$ cat src/rtl/fpu_frame_pkg.sv
// Constants, encodings and helpers shared by the exception state frame block
`default_nettype none
package fpu_frame_pkg;

  // Exception cases presented by the pipeline when a frame is built
  typedef enum logic [3:0] {
    CASE_SNAN_OC3,
    CASE_OPERAND_ERROR_OC02,
    CASE_OPERAND_ERROR_OC3,
    CASE_OVERFLOW_EXCEPTION_MOVREG,
    CASE_OVERFLOW_EXCEPTION_ARITH,
    CASE_OVERFLOW_EXCEPTION_MOVMEM,
    CASE_UNDERFLOW_EXCEPTION_MOVREG,
    CASE_UNDERFLOW_EXCEPTION_ARITH,
    CASE_UNDERFLOW_EXCEPTION_MOVMEM,
    CASE_DIV_ZERO
  } exc_case_t;

  // Operand type tags
  localparam logic [2:0] TAG_NORM = 3'h0;
  localparam logic [2:0] TAG_ZERO = 3'h1;
  localparam logic [2:0] TAG_INF = 3'h2;
  localparam logic [2:0] TAG_NAN = 3'h3;
  localparam logic [2:0] TAG_EXT_DENORM = 3'h4;
  localparam logic [2:0] TAG_SD_DENORM = 3'h5;

  // Opclass field of the stage one command word
  localparam int OPCLASS_MSB = 15;
  localparam int OPCLASS_LSB = 13;
  localparam logic [2:0] OPCLASS_REG = 3'h0;
  localparam logic [2:0] OPCLASS_MEM = 3'h2;
  localparam logic [2:0] OPCLASS_OUT = 3'h3;

  // Extended format details
  localparam logic [14:0] EXP_MAX = 15'h7FFF;
  localparam int SNAN_BIT = 62;
  localparam int WB_EXP_MSB = 15;

  // Register byte offsets
  localparam logic [7:0] OFS_CTRL = 8'h00;
  localparam logic [7:0] OFS_STATUS = 8'h04;
  localparam logic [7:0] OFS_MASK = 8'h08;
  localparam logic [7:0] OFS_FLAGS = 8'h0C;
  localparam logic [7:0] OFS_CMD = 8'h10;
  localparam logic [7:0] OFS_SRC_LO = 8'h14;
  localparam logic [7:0] OFS_SRC_HI = 8'h18;
  localparam logic [7:0] OFS_SRC_SE = 8'h1C;
  localparam logic [7:0] OFS_DST_LO = 8'h20;
  localparam logic [7:0] OFS_DST_HI = 8'h24;
  localparam logic [7:0] OFS_DST_SE = 8'h28;
  localparam logic [7:0] OFS_WB_LO = 8'h2C;
  localparam logic [7:0] OFS_WB_MID = 8'h30;
  localparam logic [7:0] OFS_WB_TOP = 8'h34;
  localparam logic [7:0] OFS_WB_SE = 8'h38;

  // Status and mask bit positions
  localparam int STS_BUILT = 0;
  localparam int STS_MISMATCH = 1;
  localparam int STS_OVERRUN = 2;
  localparam int STS_W = 3;

  // Flags register bit positions; sign and sticky sit at bit 31 of their own words
  localparam int FLG_E1 = 0;
  localparam int FLG_E3 = 1;
  localparam int FLG_POST = 2;
  localparam int FLG_SOURCE_TYPE_TAG = 4;
  localparam int FLG_DESTINATION_TYPE_TAG = 8;
  localparam int FLG_CASE = 16;
  localparam int FLG_OPCLASS = 21;
  localparam int SIGN_POS = 31;
  localparam int STICKY_POS = 31;

  // Reset values
  localparam logic RST_CTRL_EN = 1'b1;
  localparam logic [2:0] RST_MASK = 3'h0;

  // AXI responses
  localparam logic [1:0] RESP_OKAY = 2'h0;
  localparam logic [1:0] RESP_SLVERR = 2'h2;

  function automatic logic is_mapped(input logic [7:0] a);
    return (a[1:0] == 2'h0) && (a <= OFS_WB_SE);
  endfunction

  function automatic logic [31:0] apply_strb(input logic [31:0] old, input logic [31:0] d, input logic [3:0] s);
    logic [31:0] r;
    r = old;
    for (int i = 0; i < 4; i++)
    begin
      if (s[i])
        r[i*8 +: 8] = d[i*8 +: 8];
    end
    return r;
  endfunction

endpackage
`default_nettype wire

$ cat src/rtl/fpu_operand_tagger.sv
// Operand type tag encoder for one extended-precision operand
`timescale 1ns/1ps
`default_nettype none
module fpu_operand_tagger
  import fpu_frame_pkg::*;
(
  // Operand
  input wire logic [14:0] i_exp,
  input wire logic [63:0] i_mant,
  input wire logic i_sd_denorm_src,
  // Tag
  output logic [2:0] o_tag
);

  always_comb
  begin
    if (i_exp == EXP_MAX)
      o_tag = (i_mant[62:0] == 63'h0) ? TAG_INF : TAG_NAN;
    else if (i_exp == 15'h0 && i_mant == 64'h0)
      o_tag = TAG_ZERO;
    else if (i_sd_denorm_src)
      o_tag = TAG_SD_DENORM;
    else if (i_exp == 15'h0 || !i_mant[63])
      o_tag = TAG_EXT_DENORM;
    else
      o_tag = TAG_NORM;
  end

endmodule // fpu_operand_tagger
`default_nettype wire

$ cat src/rtl/fpu_frame_axi_slave.sv
// AXI4-Lite slave front end: up to two writes (one awaiting its response) and one read outstanding
`timescale 1ns/1ps
`default_nettype none
module fpu_frame_axi_slave
  import fpu_frame_pkg::*;
(
  // Clock and reset
  input wire logic i_core_clk,
  input wire logic i_rst_n,
  // AXI4-Lite
  input wire logic [7:0] i_awaddr,
  input wire logic i_awvalid,
  output logic o_awready,
  input wire logic [31:0] i_wdata,
  input wire logic [3:0] i_wstrb,
  input wire logic i_wvalid,
  output logic o_wready,
  output logic [1:0] o_bresp,
  output logic o_bvalid,
  input wire logic i_bready,
  input wire logic [7:0] i_araddr,
  input wire logic i_arvalid,
  output logic o_arready,
  output logic [31:0] o_rdata,
  output logic [1:0] o_rresp,
  output logic o_rvalid,
  input wire logic i_rready,
  // Register side
  output logic o_wr_en,
  output logic [7:0] o_wr_addr,
  output logic [31:0] o_wr_data,
  output logic [3:0] o_wr_strb,
  output logic [7:0] o_rd_addr,
  input wire logic [31:0] i_rd_data
);

  typedef struct packed {
    logic aw_full;
    logic [7:0] awaddr;
    logic w_full;
    logic [31:0] wdata;
    logic [3:0] wstrb;
    logic bvalid;
    logic [1:0] bresp;
    logic rvalid;
    logic [1:0] rresp;
    logic [31:0] rdata;
    logic arready;
    logic awready;
    logic wready;
    logic rst_done;
  } axi_state_t;

  axi_state_t s_r, s_nxt;
  logic issue;

  assign issue = s_r.aw_full && s_r.w_full && !s_r.bvalid;
  assign o_wr_en = issue;
  assign o_wr_addr = s_r.awaddr;
  assign o_wr_data = s_r.wdata;
  assign o_wr_strb = s_r.wstrb;
  assign o_rd_addr = i_araddr;

  always_comb
  begin
    s_nxt = s_r;
    if (s_r.awready && i_awvalid)
    begin
      s_nxt.aw_full = 1'b1;
      s_nxt.awaddr = i_awaddr;
    end
    if (s_r.wready && i_wvalid)
    begin
      s_nxt.w_full = 1'b1;
      s_nxt.wdata = i_wdata;
      s_nxt.wstrb = i_wstrb;
    end
    if (s_r.bvalid && i_bready)
      s_nxt.bvalid = 1'b0;
    // Unmapped writes are dropped and answered with an error
    if (issue)
    begin
      s_nxt.aw_full = 1'b0;
      s_nxt.w_full = 1'b0;
      s_nxt.bvalid = 1'b1;
      s_nxt.bresp = is_mapped(s_r.awaddr) ? RESP_OKAY : RESP_SLVERR;
    end
    if (s_r.rvalid && i_rready)
      s_nxt.rvalid = 1'b0;
    // Reads have no side effects, so data is sampled at address accept
    if (s_r.arready && i_arvalid)
    begin
      s_nxt.rvalid = 1'b1;
      s_nxt.rdata = is_mapped(i_araddr) ? i_rd_data : 32'h0;
      s_nxt.rresp = is_mapped(i_araddr) ? RESP_OKAY : RESP_SLVERR;
    end
    s_nxt.arready = !s_nxt.rvalid;
    // Write readies come up one cycle after the read side, once reset has settled
    s_nxt.awready = !s_nxt.aw_full && s_r.rst_done;
    s_nxt.wready = !s_nxt.w_full && s_r.rst_done;
    s_nxt.rst_done = 1'b1;
    if (!i_rst_n)
      s_nxt = '0;
  end

  always_ff @(posedge i_core_clk)
    s_r <= s_nxt;

  assign o_awready = s_r.awready;
  assign o_wready = s_r.wready;
  assign o_bvalid = s_r.bvalid;
  assign o_bresp = s_r.bresp;
  assign o_arready = s_r.arready;
  assign o_rvalid = s_r.rvalid;
  assign o_rresp = s_r.rresp;
  assign o_rdata = s_r.rdata;

endmodule // fpu_frame_axi_slave
`default_nettype wire

$ cat src/rtl/fpu_exception_state_frame.sv
// Floating-point exception state frame builder with AXI4-Lite register access
`timescale 1ns/1ps
`default_nettype none
////////////////////////////////////////////////////////////////////////////////
module fpu_exception_state_frame
  import fpu_frame_pkg::*;
(
  // Clock and reset
  input wire logic i_core_clk,
  input wire logic i_rst_n,
  // Exception event from the pipeline
  input wire logic i_exc_valid,
  input wire fpu_frame_pkg::exc_case_t i_exc_case,
  input wire logic [15:0] i_stage1_command_word,
  input wire logic [15:0] i_stage3_encoded_command,
  // Operands in extended precision
  input wire logic i_src_sign,
  input wire logic [14:0] i_src_exp,
  input wire logic [63:0] i_src_mant,
  input wire logic i_src_sd_denorm,
  input wire logic i_dst_sign,
  input wire logic [14:0] i_dst_exp,
  input wire logic [63:0] i_dst_mant,
  input wire logic i_dst_sd_denorm,
  input wire logic i_dst_present,
  // Intermediate result before rounding
  input wire logic i_int_sign,
  input wire logic [14:0] i_int_exp,
  input wire logic [66:0] i_int_mant,
  input wire logic i_int_sticky,
  // Intermediate result rounded to precision, and rounded integer
  input wire logic i_rnd_sign,
  input wire logic [14:0] i_rnd_exp,
  input wire logic [63:0] i_rnd_mant,
  input wire logic [63:0] i_round_int,
  // AXI4-Lite
  input wire logic [7:0] i_s_axi_awaddr,
  input wire logic i_s_axi_awvalid,
  output logic o_s_axi_awready,
  input wire logic [31:0] i_s_axi_wdata,
  input wire logic [3:0] i_s_axi_wstrb,
  input wire logic i_s_axi_wvalid,
  output logic o_s_axi_wready,
  output logic [1:0] o_s_axi_bresp,
  output logic o_s_axi_bvalid,
  input wire logic i_s_axi_bready,
  input wire logic [7:0] i_s_axi_araddr,
  input wire logic i_s_axi_arvalid,
  output logic o_s_axi_arready,
  output logic [31:0] o_s_axi_rdata,
  output logic [1:0] o_s_axi_rresp,
  output logic o_s_axi_rvalid,
  input wire logic i_s_axi_rready,
  // Interrupt
  output logic o_irq
);

  typedef struct packed {
    logic ctrl_en;
    logic [STS_W-1:0] status;
    logic [STS_W-1:0] mask;
    logic [15:0] stage1_command_word;
    logic [15:0] stage3_encoded_command;
    logic src_sign;
    logic [14:0] src_exp;
    logic [63:0] src_mant;
    logic dst_sign;
    logic [14:0] dst_exp;
    logic [63:0] dst_mant;
    logic writeback_sign;
    logic [15:0] writeback_exponent;
    logic [66:0] writeback_mantissa;
    logic sticky_bit;
    logic [2:0] source_type_tag;
    logic [2:0] destination_type_tag;
    logic stage_one_flag;
    logic stage_three_flag;
    logic post_flag;
    exc_case_t last_case;
    logic irq;
  } frame_state_t;

  frame_state_t s_r, s_nxt;

  logic wr_en;
  logic [7:0] wr_addr;
  logic [31:0] wr_data;
  logic [3:0] wr_strb;
  logic [7:0] rd_addr;
  logic [31:0] rd_data;
  logic [2:0] src_tag;
  logic [2:0] dst_tag;
  logic [2:0] opclass;
  logic [STS_W-1:0] sts_set;
  logic [31:0] wr_word;
  logic [31:0] wr_mask;
  logic [31:0] mask_word;

  ////////////////////////////////////////////////////////////////////////////////
  // Submodules

  fpu_operand_tagger u_src_tagger (
    .i_exp(i_src_exp),
    .i_mant(i_src_mant),
    .i_sd_denorm_src(i_src_sd_denorm),
    .o_tag(src_tag)
  );

  fpu_operand_tagger u_dst_tagger (
    .i_exp(i_dst_exp),
    .i_mant(i_dst_mant),
    .i_sd_denorm_src(i_dst_sd_denorm),
    .o_tag(dst_tag)
  );

  fpu_frame_axi_slave u_axi (
    .i_core_clk(i_core_clk),
    .i_rst_n(i_rst_n),
    .i_awaddr(i_s_axi_awaddr),
    .i_awvalid(i_s_axi_awvalid),
    .o_awready(o_s_axi_awready),
    .i_wdata(i_s_axi_wdata),
    .i_wstrb(i_s_axi_wstrb),
    .i_wvalid(i_s_axi_wvalid),
    .o_wready(o_s_axi_wready),
    .o_bresp(o_s_axi_bresp),
    .o_bvalid(o_s_axi_bvalid),
    .i_bready(i_s_axi_bready),
    .i_araddr(i_s_axi_araddr),
    .i_arvalid(i_s_axi_arvalid),
    .o_arready(o_s_axi_arready),
    .o_rdata(o_s_axi_rdata),
    .o_rresp(o_s_axi_rresp),
    .o_rvalid(o_s_axi_rvalid),
    .i_rready(i_s_axi_rready),
    .o_wr_en(wr_en),
    .o_wr_addr(wr_addr),
    .o_wr_data(wr_data),
    .o_wr_strb(wr_strb),
    .o_rd_addr(rd_addr),
    .i_rd_data(rd_data)
  );

  ////////////////////////////////////////////////////////////////////////////////
  // Frame capture and registers

  assign opclass = i_stage1_command_word[OPCLASS_MSB:OPCLASS_LSB];
  assign wr_mask = apply_strb(32'h0, 32'hFFFFFFFF, wr_strb);
  assign wr_word = wr_data & wr_mask;
  assign mask_word = apply_strb({29'h0, s_r.mask}, wr_data, wr_strb);

  always_comb
  begin
    s_nxt = s_r;
    sts_set = '0;
    // Capture is suppressed while disabled; the pipeline is not stalled
    if (i_exc_valid && s_r.ctrl_en)
    begin
      sts_set[STS_BUILT] = 1'b1;
      sts_set[STS_OVERRUN] = s_r.status[STS_BUILT];
      s_nxt.last_case = i_exc_case;
      s_nxt.stage_one_flag = 1'b1;
      s_nxt.stage_three_flag = 1'b0;
      s_nxt.post_flag = 1'b0;
      // Fields a case does not name are left as they were
      unique case (i_exc_case)
        CASE_SNAN_OC3:
        begin
          s_nxt.stage1_command_word = i_stage1_command_word;
          s_nxt.src_sign = i_src_sign;
          s_nxt.src_exp = i_src_exp;
          s_nxt.src_mant = i_src_mant;
          s_nxt.src_mant[SNAN_BIT] = 1'b1;
          s_nxt.source_type_tag = TAG_NAN;
          s_nxt.post_flag = 1'b1;
          sts_set[STS_MISMATCH] = (opclass != OPCLASS_OUT);
        end
        CASE_OPERAND_ERROR_OC02, CASE_DIV_ZERO:
        begin
          s_nxt.stage1_command_word = i_stage1_command_word;
          s_nxt.src_sign = i_src_sign;
          s_nxt.src_exp = i_src_exp;
          s_nxt.src_mant = i_src_mant;
          s_nxt.source_type_tag = src_tag;
          if (i_dst_present || i_exc_case == CASE_DIV_ZERO)
          begin
            s_nxt.dst_sign = i_dst_sign;
            s_nxt.dst_exp = i_dst_exp;
            s_nxt.dst_mant = i_dst_mant;
          end
          if (i_exc_case == CASE_OPERAND_ERROR_OC02 && i_dst_present)
            s_nxt.destination_type_tag = dst_tag;
          sts_set[STS_MISMATCH] = (opclass != OPCLASS_REG) && (opclass != OPCLASS_MEM);
        end
        CASE_OPERAND_ERROR_OC3:
        begin
          s_nxt.stage1_command_word = i_stage1_command_word;
          s_nxt.src_sign = i_src_sign;
          s_nxt.src_exp = i_src_exp;
          s_nxt.src_mant = i_src_mant;
          s_nxt.source_type_tag = src_tag;
          s_nxt.writeback_mantissa = {3'h0, i_round_int};
          s_nxt.post_flag = 1'b1;
          sts_set[STS_MISMATCH] = (opclass != OPCLASS_OUT);
        end
        CASE_OVERFLOW_EXCEPTION_MOVREG, CASE_OVERFLOW_EXCEPTION_MOVMEM:
        begin
          s_nxt.stage1_command_word = i_stage1_command_word;
          s_nxt.dst_sign = i_rnd_sign;
          s_nxt.dst_exp = i_rnd_exp;
          s_nxt.dst_mant = i_rnd_mant;
          s_nxt.source_type_tag = TAG_NORM;
          s_nxt.post_flag = (i_exc_case == CASE_OVERFLOW_EXCEPTION_MOVMEM);
          sts_set[STS_MISMATCH] = s_nxt.post_flag != (opclass == OPCLASS_OUT);
        end
        CASE_UNDERFLOW_EXCEPTION_MOVREG, CASE_UNDERFLOW_EXCEPTION_MOVMEM:
        begin
          s_nxt.stage1_command_word = i_stage1_command_word;
          s_nxt.dst_sign = i_int_sign;
          s_nxt.dst_exp = i_int_exp;
          s_nxt.dst_mant = i_int_mant[65:2];
          s_nxt.source_type_tag = TAG_NORM;
          s_nxt.post_flag = (i_exc_case == CASE_UNDERFLOW_EXCEPTION_MOVMEM);
          sts_set[STS_MISMATCH] = s_nxt.post_flag != (opclass == OPCLASS_OUT);
        end
        CASE_OVERFLOW_EXCEPTION_ARITH:
        begin
          s_nxt.stage_one_flag = 1'b0;
          s_nxt.stage_three_flag = 1'b1;
          s_nxt.stage3_encoded_command = i_stage3_encoded_command;
          s_nxt.writeback_sign = i_rnd_sign;
          s_nxt.writeback_exponent = {1'b0, i_rnd_exp};
          s_nxt.writeback_mantissa = {1'b0, i_rnd_mant, 2'h0};
        end
        CASE_UNDERFLOW_EXCEPTION_ARITH:
        begin
          s_nxt.stage_one_flag = 1'b0;
          s_nxt.stage_three_flag = 1'b1;
          s_nxt.stage3_encoded_command = i_stage3_encoded_command;
          s_nxt.writeback_sign = i_int_sign;
          s_nxt.writeback_exponent = {1'b1, i_int_exp};
          s_nxt.writeback_mantissa = i_int_mant;
          s_nxt.sticky_bit = i_int_sticky;
        end
        default:
        begin
          sts_set[STS_MISMATCH] = 1'b1;
        end
      endcase
    end
    // Register writes; a new event wins over a clearing write
    if (wr_en)
    begin
      unique case (wr_addr)
        OFS_CTRL: s_nxt.ctrl_en = wr_strb[0] ? wr_data[0] : s_r.ctrl_en;
        OFS_STATUS: s_nxt.status = s_r.status & ~wr_word[STS_W-1:0];
        OFS_MASK: s_nxt.mask = mask_word[STS_W-1:0];
        default: ;
      endcase
    end
    s_nxt.status = s_nxt.status | sts_set;
    s_nxt.irq = |(s_nxt.status & s_nxt.mask);
    if (!i_rst_n)
    begin
      s_nxt = '0;
      s_nxt.ctrl_en = RST_CTRL_EN;
      s_nxt.mask = RST_MASK;
      s_nxt.last_case = CASE_SNAN_OC3;
    end
  end

  always_ff @(posedge i_core_clk)
    s_r <= s_nxt;

  assign o_irq = s_r.irq;

  ////////////////////////////////////////////////////////////////////////////////
  // Read decode

  always_comb
  begin
    rd_data = 32'h0;
    unique case (rd_addr)
      OFS_CTRL: rd_data[0] = s_r.ctrl_en;
      OFS_STATUS: rd_data[STS_W-1:0] = s_r.status;
      OFS_MASK: rd_data[STS_W-1:0] = s_r.mask;
      OFS_FLAGS:
      begin
        rd_data[FLG_E1] = s_r.stage_one_flag;
        rd_data[FLG_E3] = s_r.stage_three_flag;
        rd_data[FLG_POST] = s_r.post_flag;
        rd_data[FLG_SOURCE_TYPE_TAG +: 3] = s_r.source_type_tag;
        rd_data[FLG_DESTINATION_TYPE_TAG +: 3] = s_r.destination_type_tag;
        rd_data[FLG_CASE +: 4] = s_r.last_case;
        rd_data[FLG_OPCLASS +: 3] = s_r.stage1_command_word[OPCLASS_MSB:OPCLASS_LSB];
      end
      OFS_CMD: rd_data = {s_r.stage3_encoded_command, s_r.stage1_command_word};
      OFS_SRC_LO: rd_data = s_r.src_mant[31:0];
      OFS_SRC_HI: rd_data = s_r.src_mant[63:32];
      OFS_SRC_SE: rd_data = {s_r.src_sign, 16'h0, s_r.src_exp};
      OFS_DST_LO: rd_data = s_r.dst_mant[31:0];
      OFS_DST_HI: rd_data = s_r.dst_mant[63:32];
      OFS_DST_SE: rd_data = {s_r.dst_sign, 16'h0, s_r.dst_exp};
      OFS_WB_LO: rd_data = s_r.writeback_mantissa[31:0];
      OFS_WB_MID: rd_data = s_r.writeback_mantissa[63:32];
      OFS_WB_TOP: rd_data = {s_r.sticky_bit, 28'h0, s_r.writeback_mantissa[66:64]};
      OFS_WB_SE: rd_data = {s_r.writeback_sign, 15'h0, s_r.writeback_exponent};
      default: rd_data = 32'h0;
    endcase
  end

endmodule // fpu_exception_state_frame
`default_nettype wire

$ cat config.mk
export PLATFORM = sky130hd
export DESIGN_NAME = fpu_exception_state_frame
export DESIGN_NICKNAME = d
export VERILOG_FILES = /design/src/rtl/fpu_frame_pkg.sv /design/src/rtl/fpu_operand_tagger.sv /design/src/rtl/fpu_frame_axi_slave.sv /design/src/rtl/fpu_exception_state_frame.sv
export SDC_FILE = /design/constraint.sdc
export NUM_CORES = 1
export LEC_CHECK = 0
export BUFFER_PORTS_ARGS = -buffer_cell sky130_fd_sc_hd__buf_2
export CORE_ASPECT_RATIO = 1.25
export CORE_MARGIN = 2
export CORE_UTILIZATION = 33
export CTS_BUF_LIST = sky130_fd_sc_hd__clkbuf_8
export DETAILED_ROUTE_END_ITERATION = 8
export PLACE_DENSITY = 0.57
export SLEW_MARGIN = 20
export SYNTH_ARGS = -nofsm -noshare
export SYNTH_HDL_FRONTEND = slang
export SYNTH_SLANG_ARGS = --single-unit
$ cat constraint.sdc
create_clock -name i_core_clk -period 4 [get_ports i_core_clk]
set_input_delay 0.6 -clock i_core_clk [delete_from_list [all_inputs] [get_ports i_core_clk]]
set_output_delay 0.6 -clock i_core_clk [all_outputs]
set_load 0.02 [all_outputs]
==> summary.md, run 1 <==
| Metric | Value |
|---|---|
| Status | `completed` |
| Max-slew headroom | `0.2788` |
| WL/cell | `26.42 µm` |
| Most area-consuming cells after synthesis | `dfxtp_1, nand2_1, a22oi_1` |
| Pins Over Slew Limit | `0` |
| Worst EP arrival | `3.15 ns` |
| Max-cap violations | `0` |
| Post-synth EDFFs | `0` |
| Final core area utilization | `0.4114` |
| Hold_buf cts | `0` |
| Worst Tran Pin Value | `1.082 ns` |
| Tot GR Track Use | `0.3068` |
| Final Non-Filler Cells | `3351` |
| Detailed-router iteration count before antenna repair | `8` |
| Post-route ant nets | `0` |
| Post-cts resize count | `0` |
| Initial core utilization | `0.3325` |
| Met3 routed wirelength | `6.597 mm` |
| Final Setup Violations | `0` |
| Top cell type's share of synthesized area | `0.3953` |
| Most common cell after layout, fill and taps aside | `buf_2` |
| Rows | `95` |
| # IOs | `529` |
| Dominant cell type by area after synthesis | `dfxtp_1` |
| Clock-pin slew on the worst setup and hold paths | `0.07 ns` |
| Top sig layer | `met5` |
| Crit Path Max Fanout | `33` |
| Startpoint types | `flip-flop` |
| Die X | `211.9 µm` |
| Main flop type after synthesis | `dfxtp_1` |
| Lkg Pwr | `8.413 nW` |
| Largest delay share family, worst path | `simple AND/OR/NAND/NOR gates` |
| Nets | `3065` |
| Root buf cell | `clkbuf_8` |
| Final hold viol count | `0` |
| CTS buffer count | `59` |
| Area Overhead vs Synth | `23.73%` |
| Initial DRC Count | `1921` |
| Die Y | `263.9 µm` |
| GRT overflow | `0` |
| Cell count after synthesis | `2201` |
| Vias in the first global route | `19005` |
| Critical path buffers and inverters | `1` |
| Worst Clk Skew | `0.04620 ns` |
| Core area | `53610 µm²` |
| Pin count of the biggest net entering global routing | `135` |
| FF+latch count, synth | `352` |
| Worst Setup End Kind | `flip-flop` |
| Required @ worst endpoint | `4.56 ns` |
| Mapped Area | `17830 µm²` |
| H-tree depth | `2` |
| Final HPWL from detailed placement | `68.14 mm` |
| TNS Setup | `0 ns` |
| Die ar. | `55900 µm²` |
| Placed cells | `3244` |
| Crit-path cells | `nand2_1 > nor2_1 > o21a_2 > buf_4 > nand2_1 > a21oi_1` |
| Crit path time final | `2.589 ns` |
| Max Clk Rate | `0.3862 GHz` |
| Peak VDD IR | `0.2100 mV` |
| Fin crit share | `0.6473` |
| Vias per cell | `5.846` |
| Async SR Flop Fraction | `0` |
| Final wirelength | `88.53 mm` |
| Worst-Skew Late Latency | `0.68 ns` |
| IO Port Bufs | `494` |
| CP max stage delay | `0.65 ns` |
| Gpl congestion | `0.9401` |
| Most frequent cells in the layout | `buf_2, nand2_1, dfxtp_1, a21oi_1, a22oi_1` |
| Worst hold path type | `in2reg` |
| Avg Cell Area, Syn | `8.099 µm²` |
| Final instance area | `22060 µm²` |
| Register area share after synthesis | `0.3953` |
| CTS max path bufs | `3` |
| First-pass GRT wire length | `127.0 mm` |
| Synth warn | `0` |
| RSZ-0062 raised after global routing | `false` |
| DRC Markers | `0` |
| Placed Area | `20760 µm²` |
| Initial antenna violation count | `12` |
| M1 WL | `36.95 mm` |
| CTS tree | `done` |
| Post-CTS Setup Repair Bufs | `0` |
| Met2 wire length | `41.41 mm` |
| Layout cells sized above 1 | `0.2790` |
| Critical path class | `reg2reg` |
| Clk sinks | `352` |
| Cell Pwr Density | `390.1 nW/µm²` |
| Critical path's slowest cell | `o21a_2` |
| Count of cell types in the netlist | `80` |
| Cell mode on critical path | `nand2_1` |
| Routed vias | `19591` |
## power breakdown
part | leakage (nW) | total, mW | switching, mW | internal [mW]
clock network | 0.710 | 3.54 | 1.56 | 1.98
registers | 2.87 | 3.81 | 0.141 | 3.66
logic | 4.83 | 1.26 | 0.794 | 0.467
## cells by family (layout without fill, tap and decap cells)
family                 count (synthesis)  after routing  synth area share
buffers and inverters                247            665           0.06451
AO/OA/AOI/OAI                        816            816            0.3054
AND/OR/NAND/NOR                      691            691            0.1781
XOR/XNOR                               2              2         0.0009828
multiplexers                          92             92           0.05552
other                                  1              6         0.0002104
flip-flops                           352            352            0.3953
## layer usage
layer	track usage	up-vias
met4	0.1174	12
li1	-	8982
met3	0.05231	169
met5	0	-
met2	0.5080	990
met1	0.3969	9438
## area by class of cell
type	count	area [µm²]
clock buffer	81	1115
multi-input combinational	1603	9734
inverter	6	27.53
sequential	352	7047
antenna	4	10.01
timing repair buffer	556	3038
fill	5596	31550
clock inverter	22	175.2
tap	727	909.6
## cells in the mapped netlist (4+ instances only)
| library cell | number |
|---|---|
| mux2i_1 | 55 |
| a22oi_1 | 205 |
| nor4_1 | 43 |
| buf_4 | 36 |
| a32o_1 | 4 |
| nor3b_1 | 6 |
| buf_1 | 8 |
| buf_2 | 64 |
| nand3_1 | 32 |
| o21ai_1 | 8 |
| a222oi_1 | 8 |
| o211ai_1 | 4 |
| nor2b_1 | 7 |
| and2_1 | 8 |
| nor2_1 | 85 |
| dfxtp_1 | 352 |
| and3_1 | 5 |
| a2bb2oi_1 | 6 |
| o31ai_1 | 4 |
| a221oi_1 | 10 |
| a211o_1 | 5 |
| a311oi_1 | 80 |
| o22ai_1 | 26 |
| a211oi_1 | 27 |
| inv_1 | 6 |
| nand3b_1 | 5 |
| a22o_1 | 17 |
| nand2_1 | 417 |
| clkbuf_1 | 132 |
| o21ai_0 | 87 |
| nand4_1 | 20 |
| a31oi_1 | 63 |
| nand2b_1 | 10 |
| mux2_2 | 35 |
| nor3_1 | 19 |
| a21oi_1 | 234 |
## registers in the layout (all words and copies together), names as in the netlist
| name | count |
|---|---|
| u_axi.s_r | 3 |
| u_axi.o_wready | 1 |
| o_irq | 1 |
| s_r | 297 |
| u_axi.o_rvalid | 1 |
| u_axi.o_wr_data | 3 |
| u_axi.o_wr_addr | 8 |
| u_axi.o_bresp | 1 |
| u_axi.o_rresp | 1 |
| u_axi.o_bvalid | 1 |
| u_axi.o_awready | 1 |
| u_axi.o_wr_strb | 1 |
| u_axi.o_rdata | 32 |
| u_axi.o_arready | 1 |
## worst paths after layout
path	to	cells after the start	from	slack, ns
max reg2reg	s_r[254]	6	s_r[297]	1.41
min reg2reg	u_axi.o_rdata[11]	2	u_axi.o_rdata[11]	0.45
max	s_r[254]	6	s_r[297]	1.41
min	s_r[64]	3	i_round_int[49]	0.18
## worst reg2reg max path: cells and delay by family (launching register included)
kind	cells	cell delay (ns)
flops	1	0.38
compound gates	2	0.80
simple gates	3	0.92
buf+inv	1	0.39
## through the flow
step | power, mW | setup slack (ns) | hold slack (ns)
floorplan | 4.452 | 1.761 | 0.4263
global placement | 5.106 | 0.9804 | 0.4401
detailed placement | 5.117 | 0.9602 | 0.4442
CTS | 8.638 | 1.398 | 0.1425
global route | 8.913 | 1.247 | 0.1668
finish | 8.605 | 1.411 | 0.1815
Note: power is estimated with default switching activity, not from simulation.
==> run 2, diff against run 1 <==
clock period = 2.7 ns   (was 4 ns; I/O delays follow)
==> run 2 against run 1 <==
Critical path depth up 2. Register-to-register slack worse by 0.90 ns. Non-clock buffer count up 195. Critical path type is now in2reg. Largest cell class unchanged. Largest power group unchanged.
==> summary.md, run 2 (synthesis results as in run 1) <==
| Metric | Value |
|---|---|
| Status | `completed` |
| Hold_buf cts | `153 (+153)` |
| CTS max path bufs | `3 (unchanged)` |
| Crit Path Max Fanout | `2 (-94%)` |
| IO Port Bufs | `494 (unchanged)` |
| PnR worst setup slack | `0.1919 ns (-1.219 ns)` |
| Fin crit share | `0.9289` |
| Filler cell count | `5433 (-2.9%)` |
| Tot Pwr | `12.64 mW (+47%)` |
| RSZ-0062 raised after global routing | `false` |
| Final HPWL from detailed placement | `69.76 mm (+2.4%)` |
| Place WS | `0.1047 ns (-0.8555 ns)` |
| Final hold viol count | `0 (unchanged)` |
| Max FFs per register | `297 (unchanged)` |
| H-tree depth | `2 (unchanged)` |
| CTS buffer count | `59 (unchanged)` |
| Most common cell after layout, fill and taps aside | `buf_2` |
| Critical path class | `in2reg` |
| # IOs | `529 (unchanged)` |
| Root buf cell | `clkbuf_8` |
| Most frequent cells in the layout | `buf_2, nand2_1, dfxtp_1, a21oi_1, a22oi_1` |
| Worst Clk Skew | `0.02963 ns (-0.01656 ns)` |
| CTS tree | `done` |
| Lkg Pwr | `9.282 nW (+10%)` |
| Max Clk Rate | `0.3987 GHz` |
| Required @ worst endpoint | `3.24 ns (-1.32 ns)` |
| Final instance area | `23930 µm² (+8.5%)` |
| Largest delay share family, worst path | `simple AND/OR/NAND/NOR gates` |
| Clock-pin slew on the worst setup and hold paths | `0.06 ns (about the same)` |
| Worst EP arrival | `3.05 ns (-0.10 ns)` |
| Post-route ant nets | `0 (unchanged)` |
| Rows | `95 (unchanged)` |
| Routed vias | `20503 (+4.7%)` |
| Cell Pwr Density | `528.1 nW/µm² (+35%)` |
| Pins Over Slew Limit | `0 (unchanged)` |
| Worst Tran Pin Value | `0.7123 ns (-0.3696 ns)` |
| Worst Setup End Kind | `flip-flop` |
| TNS Setup | `0 ns (unchanged)` |
| Max-cap violations | `0 (unchanged)` |
| Final Setup Violations | `0 (unchanged)` |
| Peak VDD IR | `0.2650 mV (+26%)` |
| Die Y | `263.9 µm (unchanged)` |
| Vias in the first global route | `19932 (+4.9%)` |
| Startpoint types | `input port` |
| Cell mode on critical path | `nor4_1` |
| Critical path's slowest cell | `dlygate4sd3_1` |
| Post-cts resize count | `0 (unchanged)` |
| Reg with most FFs | `s_r` |
| Vias per cell | `5.772 (-1.3%)` |
| Critical path buffers and inverters | `3 (+2)` |
| Die ar. | `55900 µm² (unchanged)` |
| Gpl congestion | `0.9626 (+2.4%)` |
| Pin count of the biggest net entering global routing | `89 (-34%)` |
| Post-CTS Setup Repair Bufs | `0 (unchanged)` |
| CP max stage delay | `0.55 ns (-0.10 ns)` |
| Area Overhead vs Synth | `34.25%` |
| Nets | `3260 (+6.4%)` |
| Worst hold path type | `in2reg` |
| Worst-Skew Late Latency | `0.67 ns (about the same)` |
| Tot GR Track Use | `0.3113 (+0.004584)` |
| Core area | `53610 µm² (unchanged)` |
| Placed Area | `21170 µm² (+2.0%)` |
| Layout cells sized above 1 | `0.2725 (-0.006474)` |
| Final wirelength | `89.93 mm (+1.6%)` |
| Crit path time final | `2.508 ns` |
| WL/cell | `25.32 µm (-4.2%)` |
| DRC Markers | `0 (unchanged)` |
| Detailed-router iteration count before antenna repair | `6 (-2)` |
| Die X | `211.9 µm (unchanged)` |
| Initial antenna violation count | `9 (-3)` |
| Initial DRC Count | `2094 (+9.0%)` |
| Initial core utilization | `0.3325 (unchanged)` |
| Clk sinks | `352 (unchanged)` |
| Max-slew headroom | `0.5233 (+0.2446)` |
| Crit-path cells | `dlygate4sd3_1 > buf_2 > nor4_1 > nand4_1 > nor4_1 > buf_4 > nor3b_1 > o31ai_1` |
| First-pass GRT wire length | `129.5 mm (+1.9%)` |
| GRT overflow | `0 (unchanged)` |
run 2: worst paths after layout:
check | from | end | slack, ns | depth (start not counted)
max | i_dst_mant[61] | s_r[10] | 0.19 | 8
min | i_dst_mant[50] | s_r[149] | 0.04 | 3
max reg2reg | u_axi.o_wr_addr[4] | o_irq | 0.51 | 5
min reg2reg | u_axi.o_rdata[10] | u_axi.o_rdata[10] | 0.46 | 2
run 2: worst register-to-register path, stage by stage (launching register included):
cell and delay [ns]:
dfxtp_1 0.32, or3b_2 0.55, nor4_4 0.42, mux2_2 0.39, o311a_1 0.13, a221o_1 0.27
run 2: power by group:
part           switching (mW)  internal, mW  total, mW
clock                    2.28          2.64       4.92
combinational            1.21         0.877       2.09
sequential              0.204          5.43       5.63
total                    3.70          8.94       12.6
run 2: area by class of cell:
type / instances / area, µm² / area share
Clock buffer: 77 / 1060 / 0.04428
Inverter: 6 / 27.53 / 0.001150
Multi-Input combinational cell: 1603 / 9731 / 0.4066
Sequential cell: 352 / 7047 / 0.2945
Timing Repair Buffer: 751 / 4985 / 0.2083
Clock inverter: 29 / 155.1 / 0.006483
Tap cell: 727 / 909.6 / 0.03801
Antenna cell: 7 / 17.52 / 0.0007319
run 2: metal layers:
layer / track usage / part of all wire
met1: 0.4031 / 0.42
met2: 0.5190 / 0.47
met3: 0.04054 / 0.070
met4: 0.1311 / 0.042
met5: 0 / 0.00023
run 2: metrics by stage:
step | instances | util | hold slack (ns)
after floorplan | 2202 | - | 0.4263
after global placement | 3286 | 0.3949 | 0.4399
after detailed placement | 3286 | 0.3949 | 0.4446
after CTS | 3545 | 0.4461 | 0.0001988
after global routing | 3550 | 0.4463 | 0.01065
final | 3552 | 0.4464 | 0.03615
==> run 3, diff against run 2 <==
REMOVE_ABC_BUFFERS = 1   (was unset)
==> run 3 against run 2 <==
Critical endpoint unchanged. Sequential share of layout area shrank 0.22 points. Clock power grew 4%. Sequential power is essentially flat. Combinational power grew 2%. Fmax grew 6.9%. Die area is the same. Register-to-register slack is essentially flat. Count of clock-buffer cells in the layout shrank 4. Final cell count shrank 0.14%. Utilization grew 0.34 points. Total power grew 1.7%.
==> summary.md, run 3 (synthesis results as in run 1) <==
| Metric | Value |
|---|---|
| Clk sinks | `352 (unchanged)` |
| Worst Tran Pin Value | `0.8499 ns (+0.1376 ns)` |
| H-tree depth | `2 (unchanged)` |
| Final core area utilization | `0.4498 (+0.003361)` |
| Startpoint types | `input port` |
| Max FFs per register | `297 (unchanged)` |
| Gr busiest metal | `met2` |
| Worst Setup End Kind | `flip-flop` |
| Worst-Skew Late Latency | `0.68 ns (about the same)` |
| R2R Path Start | `u_axi.o_wr_addr[4]` |
| Final wirelength | `89.19 mm (-0.82%)` |
| Worst Clk Skew | `0.03389 ns (+0.004263 ns)` |
| Fin crit share | `0.8693 (-0.05957)` |
| RSZ-0062 raised after global routing | `false` |
| Crit Path Max Fanout | `2 (unchanged)` |
| Lkg Pwr | `9.336 nW (+0.58%)` |
| Detailed-router iteration count before antenna repair | `8 (+2)` |
| Pin count of the biggest net entering global routing | `93 (+4.5%)` |
| Crit-path cells | `dlygate4sd3_1 > buf_2 > nor4_1 > buf_4 > nand4_1 > nor4_1 > buf_4 > nor3b_1 > o31ai_1` |
| Met2 Use GR | `0.5129 (-0.006134)` |
| Tot GR Track Use | `0.3081 (-0.003287)` |
| DRC Markers | `0 (unchanged)` |
| Worst hold path type | `in2reg` |
| Vias per cell | `5.736 (-0.64%)` |
| Most frequent cells in the layout | `buf_2, nand2_1, dfxtp_1, a21oi_1, a22oi_1` |
| PnR worst setup slack | `0.3528 ns (+0.1608 ns)` |
| Initial antenna violation count | `4 (-5)` |
| Final instance area | `24110 µm² (+0.75%)` |
| GRT met3 Usage | `0.04303 (+0.002496)` |
| Status | `completed` |
| Tot Pwr | `12.85 mW (+1.7%)` |
| Post-route ant nets | `0 (unchanged)` |
| Max-cap violations | `0 (unchanged)` |
| Register area | `7047 µm² (unchanged)` |
| Largest delay share family, worst path | `simple AND/OR/NAND/NOR gates` |
| Die X | `211.9 µm (unchanged)` |
| Worst EP arrival | `2.90 ns (-0.15 ns)` |
| Placed Area | `21270 µm² (+0.50%)` |
| Final hold viol count | `0 (unchanged)` |
| # IOs | `529 (unchanged)` |
| Crit path time final | `2.347 ns (-0.1608 ns)` |
| Max-slew headroom | `0.4312 (-0.09210)` |
| Most common cell after layout, fill and taps aside | `buf_2` |
| TNS Setup | `0 ns (unchanged)` |
| Area Overhead vs Synth | `35.26%` |
| Critical path's slowest cell | `dlygate4sd3_1` |
| Root buf cell | `clkbuf_8` |
| Multi-input logic area | `9739 µm² (about the same)` |
| Layout cells sized above 1 | `0.2691 (-0.003453)` |
| Critical path buffers and inverters | `4 (+1)` |
| Post-CTS Setup Repair Bufs | `0 (unchanged)` |
| Filler cell count | `5456 (+0.42%)` |
| IO Port Bufs | `494 (unchanged)` |
| Peak VDD IR | `0.2886 mV (+8.9%)` |
| Post-cts resize count | `0 (unchanged)` |
| Final HPWL from detailed placement | `66.80 mm (-4.2%)` |
| First-pass GRT wire length | `128.7 mm (-0.61%)` |
| Core area | `53610 µm² (unchanged)` |
| CP startpoint | `i_dst_mant[39]` |
| Gpl congestion | `0.9260 (-3.8%)` |
| Rows | `95 (unchanged)` |
| Die ar. | `55900 µm² (unchanged)` |
| Required @ worst endpoint | `3.25 ns (about the same)` |
| Die Y | `263.9 µm (unchanged)` |
| CTS max path bufs | `3 (unchanged)` |
| Hold path start | `i_dst_mant[18]` |
| CTS tree | `done` |
| Routed vias | `20344 (-0.78%)` |
| CTS buffer count | `59 (unchanged)` |
| WL/cell | `25.14 µm (-0.68%)` |
| CP max stage delay | `0.54 ns (about the same)` |
| Critical path class | `in2reg` |
| Final Setup Violations | `0 (unchanged)` |
| Met1 GRT Util | `0.4001 (-0.003002)` |
| Vias in the first global route | `19826 (-0.53%)` |
| Initial core utilization | `0.3325 (unchanged)` |
| Reg with most FFs | `s_r` |
| Cell Pwr Density | `533.0 nW/µm² (+0.92%)` |
| Pins Over Slew Limit | `0 (unchanged)` |
| Nets | `3263 (+0.092%)` |
| Clock-pin slew on the worst setup and hold paths | `0.07 ns (about the same)` |
| Max Clk Rate | `0.4260 GHz (+6.9%)` |
| Initial DRC Count | `1851 (-12%)` |
| GRT overflow | `0 (unchanged)` |
| Place WS | `-0.03861 ns (-0.1433 ns)` |
## run 3: cell count changes in the layout (fill, tap and decap cells not counted), sizes merged
cell	change
bufinv	+3
diode	-4
clkbuf	-4
inv	+2
dlygate4sd3	+7
buf	-4
clkinv	-5
## run 3: worst min-delay path: stages
cell,delay (ns)
buf_2,0.11
nand2_1,0.05
a311oi_1,0.07
## run 3: final cells by class
| type | count | share of cell area |
|---|---|---|
| clock buffers | 73 | 0.04167 |
| repair buffers | 754 | 0.2136 |
| multi-input cells | 1603 | 0.4039 |
| clock inverters | 29 | 0.009289 |
| flip-flops and latches | 352 | 0.2923 |
| inverters | 6 | 0.001245 |
| well taps | 727 | 0.03773 |
| diodes | 3 | 0.0003113 |
## run 3: report_power, final
| part | switching (mW) | internal (mW) |
|---|---|---|
| Sequential | 0.185 | 5.43 |
| Clock | 2.31 | 2.80 |
| Combinational | 1.23 | 0.899 |
## run 3: final timing paths
path	to	slack [ns]	cells after the start
max	s_r[10]	0.35	9
min	s_r[117]	0.03	3
max reg2reg	o_irq	0.52	5
min reg2reg	s_r[243]	0.45	2
## run 3: timing repair
action | in CTS | in global routing
endpoints found under the setup margin | 0 | 0
hold endpoints to repair | 160 | 0
hold buffers | 160 | 0
## run 3: stage by stage
step / hold slack (ns) / std cells
finish: 0.03452 / 3547
global route: 0.01218 / 3545
CTS: 0.0001053 / 3544
detailed placement: 0.4464 / 3282
global placement: 0.4374 / 3282
floorplan: 0.4318 / 1961
## run 3: routing by layer
metal | wire length [µm] | part of all wire
met4 | 3715 | 0.042
met2 | 42070 | 0.47
met1 | 37490 | 0.42
met5 | 0 | 0
met3 | 5907 | 0.066
